[src/gdc_pkg.sv]
// Purpose: Shared constants and types for the gated decade count chain
// Assumes: One 50 MHz system clock drives both ends
// Notes: Register indices belong to the controller's software port
package gdc_pkg;
   // Clock and timing
   localparam int CLK_HZ = 50_000_000;
   localparam int RST_PULSE_NS = 1000;
   localparam int RST_CYC = (RST_PULSE_NS * (CLK_HZ / 1_000_000) + 999) / 1000;
   localparam int REF_DIV = 10_000;
   localparam int REF_HALF = REF_DIV / 2;
   localparam int TICK_HZ = 10;
   localparam int TICK_MS = 100;

   // Chain geometry
   localparam int N_DIG = 9;
   localparam int MUX_DIG = 8;
   localparam int SCAN_PULSES = 7;
   localparam int FIFO_DEPTH = 8;
   localparam int FIFO_W = 4;

   typedef logic [3:0] gdc_bcd_t;
   localparam gdc_bcd_t BCD_MAX = 4'h9;
   localparam gdc_bcd_t BCD_ZERO = 4'h0;

   // Software register indices
   localparam logic [3:0] REG_CTRL = 4'h0;
   localparam logic [3:0] REG_STAT = 4'h1;
   localparam logic [3:0] REG_DATA = 4'h2;
   localparam logic [3:0] REG_TICK = 4'h3;

   // Field positions
   localparam int CTRL_SEL_BIT = 0;
   localparam int CTRL_RST_BIT = 1;
   localparam int CTRL_READ_BIT = 2;
   localparam int STAT_BUSY_BIT = 0;
   localparam int STAT_AVAIL_BIT = 1;
   localparam int STAT_TICK_BIT = 2;
   localparam int STAT_FIRST_LSB = 4;

   // Reset values
   localparam logic SEL_RESET = 1'b0;
   localparam logic [31:0] TICK_RESET = 32'h0000_0000;

   typedef enum logic [5:0] {
      ST_IDLE = 6'b000001,
      ST_RST = 6'b000010,
      ST_LOAD = 6'b000100,
      ST_WAIT = 6'b001000,
      ST_PUSH = 6'b010000,
      ST_STEP = 6'b100000
   } gdc_state_e;
endpackage

[src/gdc_link_if.sv]
// Purpose: Wires between the count chain and its controller
// Assumes: Both ends run on the same clk_sys
// Notes: Load and scan strobes are one clk_sys cycle long; count_rst is held for RST_CYC cycles
`timescale 1ns/10ps
`default_nettype none
interface gdc_link_if;
   logic in_sel;
   logic count_rst;
   logic latch_load;
   logic scan_clk;
   logic [3:0] mux_digit;
   logic [3:0] first_digit;
   logic tick_10hz;

   modport chain (
      input in_sel, count_rst, latch_load, scan_clk,
      output mux_digit, first_digit, tick_10hz
   );
   modport ctrl (
      output in_sel, count_rst, latch_load, scan_clk,
      input mux_digit, first_digit, tick_10hz
   );
endinterface
`default_nettype wire

[src/gdc_fifo.sv]
// Purpose: Small synchronous FIFO for readout digits
// Assumes: Depth is a power of two
// Notes: Full and empty come from a pointer pair one bit wider than the index
`timescale 1ns/10ps
`default_nettype none
module gdc_fifo #(
   parameter int WIDTH = 4,
   parameter int DEPTH = 8
) (
   // Clock and reset
   input wire logic clk_sys,
   input wire logic rst_b,
   input wire logic ce,
   // Fill side
   input wire logic in_valid,
   output logic in_ready,
   input wire logic [WIDTH-1:0] in_data,
   // Drain side
   output logic out_valid,
   input wire logic out_ready,
   output logic [WIDTH-1:0] out_data
);
   localparam int AW = $clog2(DEPTH);
   logic [WIDTH-1:0] mem_reg [DEPTH];
   logic [AW:0] wr_ptr_reg;
   logic [AW:0] rd_ptr_reg;
   logic push;
   logic pop;

   assign in_ready = (wr_ptr_reg ^ rd_ptr_reg) != {1'b1, {AW{1'b0}}};
   assign out_valid = wr_ptr_reg != rd_ptr_reg;
   assign out_data = mem_reg[rd_ptr_reg[AW-1:0]];
   assign push = ce && in_valid && in_ready;
   assign pop = ce && out_valid && out_ready;

   always_ff @(posedge clk_sys) begin
      if (push) begin
         mem_reg[wr_ptr_reg[AW-1:0]] <= in_data;
      end
   end

   always_ff @(posedge clk_sys or negedge rst_b) begin
      if (!rst_b) begin
         wr_ptr_reg <= '0;
         rd_ptr_reg <= '0;
      end else begin
         if (push) begin
            wr_ptr_reg <= wr_ptr_reg + 1'b1;
         end
         if (pop) begin
            rd_ptr_reg <= rd_ptr_reg + 1'b1;
         end
      end
   end
endmodule
`default_nettype wire

[src/gdc_ctrl.sv]
// Purpose: Controller end: reset, latch and scan sequence, digit FIFO
// Assumes: Software port strobes are one cycle long
// Notes: Readout stalls while the FIFO is full
`timescale 1ns/10ps
`default_nettype none
module gdc_ctrl (
   // Clock, reset, enable
   input wire logic clk_sys,
   input wire logic rst_b,
   input wire logic ce,
   // Software port
   input wire logic [3:0] addr,
   input wire logic [31:0] wr_data,
   input wire logic wr_en,
   input wire logic rd_en,
   output logic [31:0] rd_data,
   // Chain link
   gdc_link_if.ctrl link
);
   import gdc_pkg::*;

   gdc_state_e state_reg;
   logic sel_reg;
   logic [5:0] cyc_reg;
   logic [2:0] dcnt_reg;
   logic tick_prev_reg;
   logic [31:0] tick_cnt_reg;
   logic [31:0] rd_reg;
   logic fifo_ready;
   logic fifo_valid;
   gdc_bcd_t fifo_head;
   logic pop;
   logic push;

   assign link.in_sel = sel_reg;
   assign link.count_rst = state_reg == ST_RST;
   assign link.latch_load = state_reg == ST_LOAD;
   assign link.scan_clk = state_reg == ST_STEP;
   assign push = state_reg == ST_PUSH;
   assign pop = rd_en && addr == REG_DATA;

   always_ff @(posedge clk_sys or negedge rst_b) begin
      if (!rst_b) begin
         sel_reg <= SEL_RESET;
      end else if (ce && wr_en && addr == REG_CTRL) begin
         sel_reg <= wr_data[CTRL_SEL_BIT];
      end
   end

   // Commands are ignored while a sequence runs
   always_ff @(posedge clk_sys or negedge rst_b) begin
      if (!rst_b) begin
         state_reg <= ST_IDLE;
         cyc_reg <= 6'h00;
         dcnt_reg <= 3'h0;
      end else if (ce) begin
         unique case (state_reg)
            ST_IDLE: begin
               if (wr_en && addr == REG_CTRL && wr_data[CTRL_RST_BIT]) begin
                  state_reg <= ST_RST;
                  cyc_reg <= 6'h00;
               end else if (wr_en && addr == REG_CTRL && wr_data[CTRL_READ_BIT]) begin
                  state_reg <= ST_LOAD;
                  dcnt_reg <= 3'h0;
               end
            end
            ST_RST: begin
               if (cyc_reg == 6'(RST_CYC - 1)) begin
                  state_reg <= ST_IDLE;
               end else begin
                  cyc_reg <= cyc_reg + 6'h01;
               end
            end
            ST_LOAD: state_reg <= ST_WAIT;
            ST_WAIT: state_reg <= ST_PUSH;
            ST_PUSH: begin
               if (fifo_ready) begin
                  if (dcnt_reg == 3'(SCAN_PULSES)) begin
                     state_reg <= ST_IDLE;
                  end else begin
                     state_reg <= ST_STEP;
                     dcnt_reg <= dcnt_reg + 3'h1;
                  end
               end
            end
            ST_STEP: state_reg <= ST_WAIT;
         endcase
      end
   end

   gdc_fifo #(
      .WIDTH(FIFO_W),
      .DEPTH(FIFO_DEPTH)
   ) u_fifo (
      .clk_sys(clk_sys),
      .rst_b(rst_b),
      .ce(ce),
      .in_valid(push),
      .in_ready(fifo_ready),
      .in_data(link.mux_digit),
      .out_valid(fifo_valid),
      .out_ready(pop),
      .out_data(fifo_head)
   );

   // Tick edges counted for program timing
   always_ff @(posedge clk_sys or negedge rst_b) begin
      if (!rst_b) begin
         tick_prev_reg <= 1'b0;
         tick_cnt_reg <= TICK_RESET;
      end else if (ce) begin
         tick_prev_reg <= link.tick_10hz;
         if (wr_en && addr == REG_TICK) begin
            tick_cnt_reg <= TICK_RESET;
         end else if (link.tick_10hz && !tick_prev_reg) begin
            tick_cnt_reg <= tick_cnt_reg + 32'h0000_0001;
         end
      end
   end

   always_ff @(posedge clk_sys or negedge rst_b) begin
      if (!rst_b) begin
         rd_reg <= 32'h0000_0000;
      end else if (ce) begin
         rd_reg <= 32'h0000_0000;
         if (rd_en) begin
            unique case (addr)
               REG_CTRL: rd_reg[CTRL_SEL_BIT] <= sel_reg;
               REG_STAT: begin
                  rd_reg[STAT_BUSY_BIT] <= state_reg != ST_IDLE;
                  rd_reg[STAT_AVAIL_BIT] <= fifo_valid;
                  rd_reg[STAT_TICK_BIT] <= link.tick_10hz;
                  rd_reg[STAT_FIRST_LSB +: 4] <= link.first_digit;
               end
               REG_DATA: rd_reg[3:0] <= fifo_valid ? fifo_head : BCD_ZERO;
               REG_TICK: rd_reg <= tick_cnt_reg;
               default: rd_reg <= 32'h0000_0000;
            endcase
         end
      end
   end

   assign rd_data = rd_reg;
endmodule
`default_nettype wire

[src/flat_wrapper.sv]
// flat-port wrapper written by rule: the top's interface ports become plain ports
module gdc_ctrl_flat import gdc_pkg::*;
  (clk_sys, rst_b, ce, addr, wr_data, wr_en, rd_en, rd_data, link_in_sel, link_count_rst, link_latch_load, link_scan_clk, link_mux_digit, link_first_digit, link_tick_10hz);
  gdc_link_if link_i ();
  input wire logic clk_sys;
  input wire logic rst_b;
  input wire logic ce;
  input wire logic [3:0] addr;
  input wire logic [31:0] wr_data;
  input wire logic wr_en;
  input wire logic rd_en;
  output logic [31:0] rd_data;
  output wire logic [$bits(link_i.in_sel)-1:0] link_in_sel;
  output wire logic [$bits(link_i.count_rst)-1:0] link_count_rst;
  output wire logic [$bits(link_i.latch_load)-1:0] link_latch_load;
  output wire logic [$bits(link_i.scan_clk)-1:0] link_scan_clk;
  input wire logic [$bits(link_i.mux_digit)-1:0] link_mux_digit;
  input wire logic [$bits(link_i.first_digit)-1:0] link_first_digit;
  input wire logic [$bits(link_i.tick_10hz)-1:0] link_tick_10hz;
  assign link_in_sel = link_i.in_sel;
  assign link_count_rst = link_i.count_rst;
  assign link_latch_load = link_i.latch_load;
  assign link_scan_clk = link_i.scan_clk;
  assign link_i.mux_digit = link_mux_digit;
  assign link_i.first_digit = link_first_digit;
  assign link_i.tick_10hz = link_tick_10hz;
  gdc_ctrl u_core (.clk_sys(clk_sys), .rst_b(rst_b), .ce(ce), .addr(addr), .wr_data(wr_data), .wr_en(wr_en), .rd_en(rd_en), .rd_data(rd_data), .link(link_i));
endmodule
[config.mk]
export PLATFORM = sky130hd
export DESIGN_NAME = gdc_ctrl_flat
export DESIGN_NICKNAME = d
export VERILOG_FILES = /design/src/gdc_pkg.sv /design/src/gdc_link_if.sv /design/src/gdc_fifo.sv /design/src/gdc_ctrl.sv /design/src/flat_wrapper.sv
export SDC_FILE = /design/constraint.sdc
export NUM_CORES = 1
export LEC_CHECK = 0
export ABC_AREA = 1
export ABC_CLOCK_PERIOD_IN_PS = 5400
export BUFFER_PORTS_ARGS = -buffer_cell sky130_fd_sc_hd__buf_2
export CORE_MARGIN = 4
export CORE_UTILIZATION = 40
export CTS_BUF_LIST = sky130_fd_sc_hd__clkbuf_16
export DETAILED_ROUTE_END_ITERATION = 7
export HOLD_SLACK_MARGIN = 0.05
export SYNTH_ARGS = -nofsm -noshare
export SYNTH_HDL_FRONTEND = slang
export SYNTH_HIERARCHICAL = 1
export SYNTH_SLANG_ARGS = --single-unit
[constraint.sdc]
create_clock -name clk_sys -period 5.4 [get_ports clk_sys]
set_clock_uncertainty 0.05 [all_clocks]
set_input_delay 1.08 -clock clk_sys [delete_from_list [all_inputs] [get_ports clk_sys]]
set_output_delay 1.08 -clock clk_sys [all_outputs]
set_load 0.05 [all_outputs]
### Yosys cells after proc, flatten, opt, wreduce, memory -nomap -nowiden

Memory sizes are Yosys's and may differ from the RTL's.
Cells that the tools add are included.

* $add $sub $neg: 5
* bitwise operators: 1
* reductions and logical operators: 22
* mux-type cells: 25
* equal/unequal tests: 22

Operators with widths (number)
* $mux W32: 3
* $mux W6: 7
* $add A32 B1 Y32 const B: 1
* $pmux W6 S5: 1
* $mux W24: 1
* $eq A6 B6 Y1 const B: 2
* $logic_and A1 B1 Y1: 12
* $mux W3: 4
* $pmux W6 S2: 1
* $add A4 B1 Y4 const B: 2
* $eq A4 B2 Y1 const B: 2
* $ne A2 B1 Y1 const B: 4
* $pmux W4 S2: 1
* $reduce_and A4 Y1: 2
* $add A6 B1 Y6 const B: 1
* $eq A6 B1 Y1 const B: 1
* $eq A6 B2 Y1 const B: 1
* $eq A6 B3 Y1 const B: 1
* $eq A6 B4 Y1 const B: 1
* $eq A6 B5 Y1 const B: 1
* $ne A2 B2 Y1 const B: 3
* $ne A6 B1 Y1 const B: 1
* $pmux W2 S3: 1
* $pmux W3 S2: 1
* 17 further kinds: 20

* output and inout bits: 36
* memories kept: 1
* logic and storage cells: 85
* input port bits: 50
* RAM bits: 32
* register bits after elaboration: 89

Memories
* u_core.u_fifo.mem_reg: depth 8, bits a word 4, rd ports 1, clocked after memory_dff 0, wr ports 1, RTL line gdc_fifo.sv:24 `logic [WIDTH-1:0] mem_reg [DEPTH];`

### Logic depth before layout (Yosys ltp)

Gate-level depths: netlist (run 1).

* depth after elaboration: 6
* gate-level depth with buffers: 14
* depth with buffers taken out: 13

### Modules after synthesis

The synthesis (run 1) kept the hierarchy.

Modules (own cells, without submodules)
* gdc_ctrl: cells each 591, area an instance 4441.8 um2, times used 1
* gdc_fifo: cells each 190, area an instance 1869.3 um2, times used 1

### Worst setup path before layout (run 1)

OpenSTA, ideal clock, no wires.

* path type: input to register
* start point: input port addr[3]
* end point: register u_core.cyc_reg[2]
* library setup time: 0.118 ns
* stages: 9
* arrival: 2.024 ns
* required time: 5.232 ns
* buffers on the path: 1
* setup slack: 3.208 ns
* cell sequence: nor2_1 nand3_1 nor2_1 nor2_1 nor2_2 nand2_1 buf_4 nand2_1 o21ai_2

* cells in the longest elaborated chain, start to end: 5

Ends and longest elaborated chain
* start: declaration: RTL line flat_wrapper.sv:8 `input wire logic [3:0] addr;`
* $logic_not A4 Y1: RTL line gdc_ctrl.sv:59 `if (wr_en && addr == REG_CTRL && wr_data[CTRL_RST_BIT]) begin`
* $logic_and A1 B1 Y1 (2 in series): RTL line gdc_ctrl.sv:59
* $ne A2 B1 Y1 (no line)
* $reduce_and A4 Y1 (no line)
* end signal: assignment: RTL line gdc_ctrl.sv:71 `cyc_reg <= cyc_reg + 6'h01;`
* end: declaration: RTL line gdc_ctrl.sv:24 `logic [5:0] cyc_reg;`

No other way between the ends.
A chain may end at the register's enable or synchronous reset.

### Final worst setup path (run 1)

* start point: register u_core.state_reg[5]
* end point: output port link_count_rst

* cells in the longest elaborated chain, start to end: 1

Ends and longest elaborated chain
* start: declaration: RTL line gdc_ctrl.sv:22 `gdc_state_e state_reg;`
* start signal: assignment: RTL line gdc_ctrl.sv:53 `state_reg <= ST_IDLE;`
* start signal: assignment: RTL line gdc_ctrl.sv:60 `state_reg <= ST_RST;`
* start signal: assignment: RTL line gdc_ctrl.sv:63 `state_reg <= ST_LOAD;`
* $eq A6 B2 Y1: RTL line gdc_ctrl.sv:36 `assign link.count_rst = state_reg == ST_RST;`
* end: declaration: RTL line flat_wrapper.sv:14 `output wire logic [$bits(link_i.count_rst)-1:0] link_count_rst;`

No other way between the ends.

==> qor.yml, run 1 <==
die:
  rows: 45
  die_w_um: 133.6
  die_h_um: 133.6
  coreArea_mm2: 0.01531
  pin_count: 86
  initial_utilization_pct: 41.21
  dieArea_mm2: 0.01785
sta:
  setup_slack_ps: 2602
  fmax_mhz: 357.4
  drv_slew: 0
  relSlewSlack_pct: 54.66
  finalCritPeriodShare_pct: 51.81
  rsz0062_at_grt: "false"
  min_period_ps: 2798
  hold_viol_final: 0
  finalSetupViolCount: 0
  worstMarginPinSlew_ps: 680.1
  setup_tns_ps: 0
synthesis:
  ys_async_sr_fraction_pct: 73.55
  synth_seq_cells: 121
  syn-mean-instance-area_um2: 8.081
  synth_area_mm2: 0.006311
  yosysTopAreaCellShare_pct: 34.89
  synthCells: 781
  synth_fp_nets: 838
  synth_edf_count: 32
  synth_most_common_cell: "nand2_1"
  yosys.cell_types.count: 37
  synth_top_area_cell: "dfrtp_1"
  ys_top_cells_by_count: "nand2_1, nor2_1, dfrtp_1"
  netlist_top_cells_area: "dfrtp_1, edfxtp_1, nand2_1"
  yosys_warnings: 6
  synth_ff_type: "dfrtp_1"
  seq_area_frac_synth_pct: 50.54
worst_setup_path:
  worstSetupPathType: "register to output port"
  required_ps: 4270
  endpoint_kind: "output port"
  critPathMaxFanout: 6
  crit_arrival_ps: 1670
  start_kind: "register"
grt:
  antenna_found_initial: 0
  grt_pass1_vias: 4842
  grt_max_degree: 49
  grt_pass1_wl_um: 24180
  grt_use_total_pct: 16.94
  grt-ovfl-total: 0
power_and_ir_drop:
  vdd_drop_max_mv: 0.2177
  finalPower_uw: 2716
  power_density_mw_per_mm2: 371.1
  leakagePower_uw: 0.003366
routing:
  antenna_left: 0
  drt_iter0_markers: 390
  drtPass1Iterations: 5
  routed_wl_um: 14480
  viasPerCell: 4.891
  via_count: 5199
  wl_per_cell_um: 13.62
  post-route-drc-count: 0
clock_network:
  cts_root_buf: "clkbuf_16"
  tritoncts: "built"
  clk_path_buf_depth: 2
  htree_levels: 4
  cts_made_buffers: 17
  insertion_delay_ps: 430
  cts_resized: 0
  cts_sinks: 121
  cts.reportedPaths.clkPinSlew_ps: 60
  post-cts-setup-buffers: 0
  hold_buffers: 0
min_path:
  min_path_type: "register to register"
cells_and_area:
  drive_above_1_share_pct: 14.91
  seq_area_mm2: 0.003189
  syn2layout_area_growth_pct: 15.94
  nNetsFinal: 896
  num_antenna_cells: 0
  multi_input_area_mm2: 0.002688
  fillerInstances: 1529
job:
  maxCapViolCount: 0
placement:
  place_ws_ps: 2623
  hpwlAfterDp_um: 10110
  placement.io_buffers: 56
  gp_congestion: 0.8469
outcome:
  status: "completed"
report_power, final:
group	switching, uW	total, uW	internal [uW]
Combinational	323	458	135
Sequential	108	1130	1020
Clock	413	1130	715
Total	844	2720	1870
layer usage:
metal  share of wire [%]  global-route usage (%)  routed length [um]  vias up
li1                    -                       -                   -     2673
met1                  50                   23.89                7258     2389
met2                  43                   25.06                6209      114
met3                 5.2                   4.305                 760       23
met4                 1.7                   6.629                 253        0
met5                   0                       0                   0        -
final timing paths:
check                                       startpoint                   to  slack [ps]  depth (start not counted)
max                                u_core/state_reg[5]       link_count_rst        2600                          4
min                                  u_core/rd_data[0]    u_core/rd_data[0]         420                          2
max reg2reg                u_core/u_fifo/rd_ptr_reg[0]  u_core/state_reg[2]        2910                         13
min reg2reg                          u_core/rd_data[0]    u_core/rd_data[0]         420                          2
max in group asynchronous                        rst_b   u_core/rd_data[15]        3680                          2
min in group asynchronous                        rst_b  u_core/state_reg[4]         590                          1
cell usage in the layout (no fill, tap or decap), types with 3 or more instances in the layout:
| cell | instances |
|---|---|
| nand2_1 | 236 |
| nor2_1 | 99 |
| dfrtp_1 | 88 |
| inv_1 | 73 |
| o21ai_0 | 67 |
| buf_2 | 55 |
| nand3_1 | 46 |
| edfxtp_1 | 32 |
| nand4_1 | 24 |
| clkbuf_16 | 17 |
| a21oi_1 | 15 |
| nor2_2 | 11 |
| nor3_1 | 9 |
| xor2_1 | 9 |
| ha_1 | 7 |
| clkinvlp_4 | 5 |
| nor2_4 | 5 |
| o21ai_2 | 5 |
| nand2_2 | 5 |
| or2_2 | 4 |
| inv_2 | 4 |
| a32o_1 | 4 |
| a32oi_1 | 4 |
| bufinv_16 | 3 |
| clkinv_1 | 3 |
| buf_4 | 3 |
| nand3b_1 | 3 |
| nand2_4 | 3 |
critical path: stages, from the launching register on:
cell and delay [ps]:
dfrtp_1 420, nor2_2 190, nand3_1 150, nor2_4 190, buf_2 300
through the flow:
stage	util [%]	cells	instance area, um2	hold WS, ps
floorplan	-	781	6311	395.9
global placement	43.95	1031	6730	409.2
detailed placement	43.95	1031	6730	415.2
CTS	47.78	1063	7317	430.6
global route	47.78	1063	7317	455.0
finish	47.78	1063	7317	421.6
cell families (layout without fill, tap and decap cells):
family                   after synthesis  after routing  share of synthesized area, %
AND/OR/NAND/NOR                      448            448                         31.05
adder cells (fa/ha/maj)                7              7                         1.388
XOR/XNOR                               9              9                         1.249
buffers and inverters                 96            167                         6.879
AO/OA/AOI/OAI                        100            100                         8.902
flip-flops                           121            121                         50.54
area by class of cell:
cell class	count	share of cell area, %
Tap cell	211	3.608
Multi-Input combinational cell	564	36.73
Clock buffer	17	5.814
Timing Repair Buffer	58	4.070
Inverter	77	3.984
Clock inverter	15	2.206
Sequential cell	121	43.59
No activity file was read; power rests on OpenSTA's default activity.
==> run 2, diff against run 1 <==
--- a/config.mk
+++ b/config.mk
@@ -6,7 +6,7 @@
 export NUM_CORES = 1
 export LEC_CHECK = 0
 export ABC_AREA = 1
-export ABC_CLOCK_PERIOD_IN_PS = 5400
+export ABC_CLOCK_PERIOD_IN_PS = 2700
 export BUFFER_PORTS_ARGS = -buffer_cell sky130_fd_sc_hd__buf_2
 export CORE_MARGIN = 4
 export CORE_UTILIZATION = 40
==> constraint.sdc (replaced) <==
create_clock -name clk_sys -period 2.7 [get_ports clk_sys]
set_clock_uncertainty 0.05 [all_clocks]
set_input_delay 0.54 -clock clk_sys [delete_from_list [all_inputs] [get_ports clk_sys]]
set_output_delay 0.54 -clock clk_sys [all_outputs]
set_load 0.05 [all_outputs]
==> qor.yml, run 2 (synthesized netlist as in run 1, its figures left out) <==
min_path:
  hold_depth: 3  # +1
  min_path_type: "input pin to register"
  min_to: "u_core/link.in_sel"
  min_from: "wr_data[0]"
routing:
  wl_per_cell_um: 13.68  # +0.42%
  post-route-drc-count: 0  # unchanged
  via_count: 5305  # +2.0%
  routed_wl_um: 14670  # +1.3%
  drt_iter0_markers: 464  # +19%
  drtPass1Iterations: 5  # unchanged
  antenna_left: 0  # unchanged
  viasPerCell: 4.949  # +1.2%
placement:
  placement.io_buffers: 56  # unchanged
  hpwlAfterDp_um: 10340  # +2.3%
  place_ws_ps: 403.3  # -2220 ps
  dp.cells: 1039  # +0.78%
  gp_congestion: 0.8394  # -0.89%
cells_and_area:
  num_antenna_cells: 0  # unchanged
  nNetsFinal: 905  # +1.0%
  final_cell_mix: "nand2_1, nor2_1, dfrtp_1"
  finalNonFillerCells: 1072  # +0.85%
  final_util_pct: 48.32  # +0.54 points
  drive_above_1_share_pct: 15.56  # +0.66 points
  syn2layout_area_growth_pct: 17.25
  mostFrequentLayoutCell: "nand2_1"
  fillerInstances: 1532  # +0.20%
power_and_ir_drop:
  p_switching_uw: 1706  # +100%
  power_frac_seq_pct: 40.7  # -0.9 points
  power_density_mw_per_mm2: 742.2  # +100%
  switching_share_pct: 31.07  # about the same
  leakagePower_uw: 0.003415  # +1.5%
  comb_power_share_pct: 18.3  # +1.4 points
  p_int_uw: 3786  # +100%
  clkPwrFrac_pct: 41.0  # -0.5 points
  vdd_drop_max_mv: 0.4440  # +100%
grt:
  grt_pass1_wl_um: 24770  # +2.4%
  grt_pass1_vias: 4949  # +2.2%
  grt_use_total_pct: 17.27  # +0.32 points
  antenna_found_initial: 0  # unchanged
  grt-ovfl-total: 0  # unchanged
  grt_max_degree: 49  # unchanged
clock_network:
  cts_made_buffers: 17  # unchanged
  cts_root_buf: "clkbuf_16"
  clk_path_buf_depth: 2  # unchanged
  htree_levels: 4  # unchanged
  hold_buffers: 1  # +1
  tritoncts: "built"
  cts_resized: 0  # unchanged
  cts.reportedPaths.clkPinSlew_ps: 60  # about the same
  cts_sinks: 121  # unchanged
  insertion_delay_ps: 420  # about the same
  post-cts-setup-buffers: 0  # unchanged
sta:
  hold_viol_final: 0  # unchanged
  setup_slack_ps: 375.2  # -2227 ps
  finalSetupViolCount: 0  # unchanged
  setup_tns_ps: 0  # unchanged
  relSlewSlack_pct: 66.70  # +12 points
  min_period_ps: 2325
  finalCritPeriodShare_pct: 86.11
  worstMarginPinSlew_ps: 497.6  # -182.5 ps
  rsz0062_at_grt: "false"
  drv_slew: 0  # unchanged
  fmax_mhz: 430.1
worst_setup_path:
  crit_arrival_ps: 2350  # +680 ps
  r2r-end: "u_core/u_fifo/mem_reg[2][1]"
  reg2reg_slack_ps: 380  # -2530 ps
  endpoint_kind: "register"
  worstSetupPathType: "register to register"
  required_ps: 2720  # -1550 ps
  critPathMaxFanout: 5  # -1
  start_kind: "register"
  worstRegToRegCells: 9  # -4
  r2r_start: "u_core/state_reg[2]"
die:
  die_w_um: 133.6  # unchanged
  coreArea_mm2: 0.01531  # unchanged
  die_h_um: 133.6  # unchanged
  initial_utilization_pct: 41.21  # unchanged
  rows: 45  # unchanged
  dieArea_mm2: 0.01785  # unchanged
  pin_count: 86  # unchanged
job:
  maxCapViolCount: 0  # unchanged
outcome:
  status: "completed"
==> run 2: stage by stage <==
stage | cell area [um2] | hold WS [ps] | total power (uW)
global placement | 6803 | 401.5 | 3253
finish | 7400 | 326.8 | 5492
floorplan | 6311 | 194.4 | 2968
CTS | 7400 | 305.5 | 5533
detailed placement | 6803 | 403.9 | 3268
global route | 7400 | 338.1 | 5787
==> run 2: per-layer routing <==
layer / routed length, um / up-vias / GRT usage (%)
met5: 0 / - / 0
met4: 223 / 0 / 6.229
met3: 797 / 17 / 4.230
met2: 6309 / 123 / 25.08
met1: 7335 / 2480 / 25.07
li1: - / 2685 / -
==> run 2: area by class of cell <==
| type | count | area [um2] | area share [%] |
|---|---|---|---|
| Clock buffer | 17 | 425.4 | 5.749 |
| Sequential cell | 121 | 3189 | 43.10 |
| Multi-Input combinational cell | 564 | 2688 | 36.32 |
| Tap cell | 211 | 264.0 | 3.568 |
| Clock inverter | 15 | 161.4 | 2.181 |
| Timing Repair Buffer | 67 | 380.4 | 5.140 |
| Inverter | 77 | 291.5 | 3.940 |
==> run 2: power by group through the flow <==
| stage | Sequential [uW] | Combinational [uW] | Clock [uW] |
|---|---|---|---|
| 2_1_floorplan | 2230 | 735 | 0 |
| 3_3_place_gp | 2260 | 994 | 0 |
| 3_5_place_dp | 2260 | 1010 | 0 |
| 4_1_cts | 2230 | 1010 | 2290 |
| 5_1_grt | 2260 | 1150 | 2380 |
| 6_report | 2230 | 1010 | 2250 |
==> run 2: worst max-delay path by stage <==
stage | start | to | depth (start not counted)
after CTS | u_core/state_reg[2] | u_core/u_fifo/mem_reg[6][1] | 9
after global routing | u_core/state_reg[2] | u_core/u_fifo/mem_reg[6][1] | 9
final | u_core/state_reg[2] | u_core/u_fifo/mem_reg[2][1] | 9
after global placement | u_core/state_reg[3] | u_core/u_fifo/mem_reg[6][2] | 9
after detailed placement | u_core/state_reg[2] | u_core/u_fifo/mem_reg[6][2] | 9
after floorplan | u_core/state_reg[2] | u_core/u_fifo/mem_reg[2][0] | 9
==> run 2: critical path: stages, from the launching register on <==
cell and delay [ps]:
dfrtp_1 410, inv_1 80, nand2_1 110, nor2_1 200
nand2_1 170, inv_1 150, nand2_1 60, inv_1 200
nand3_1 200, nor2_1 350
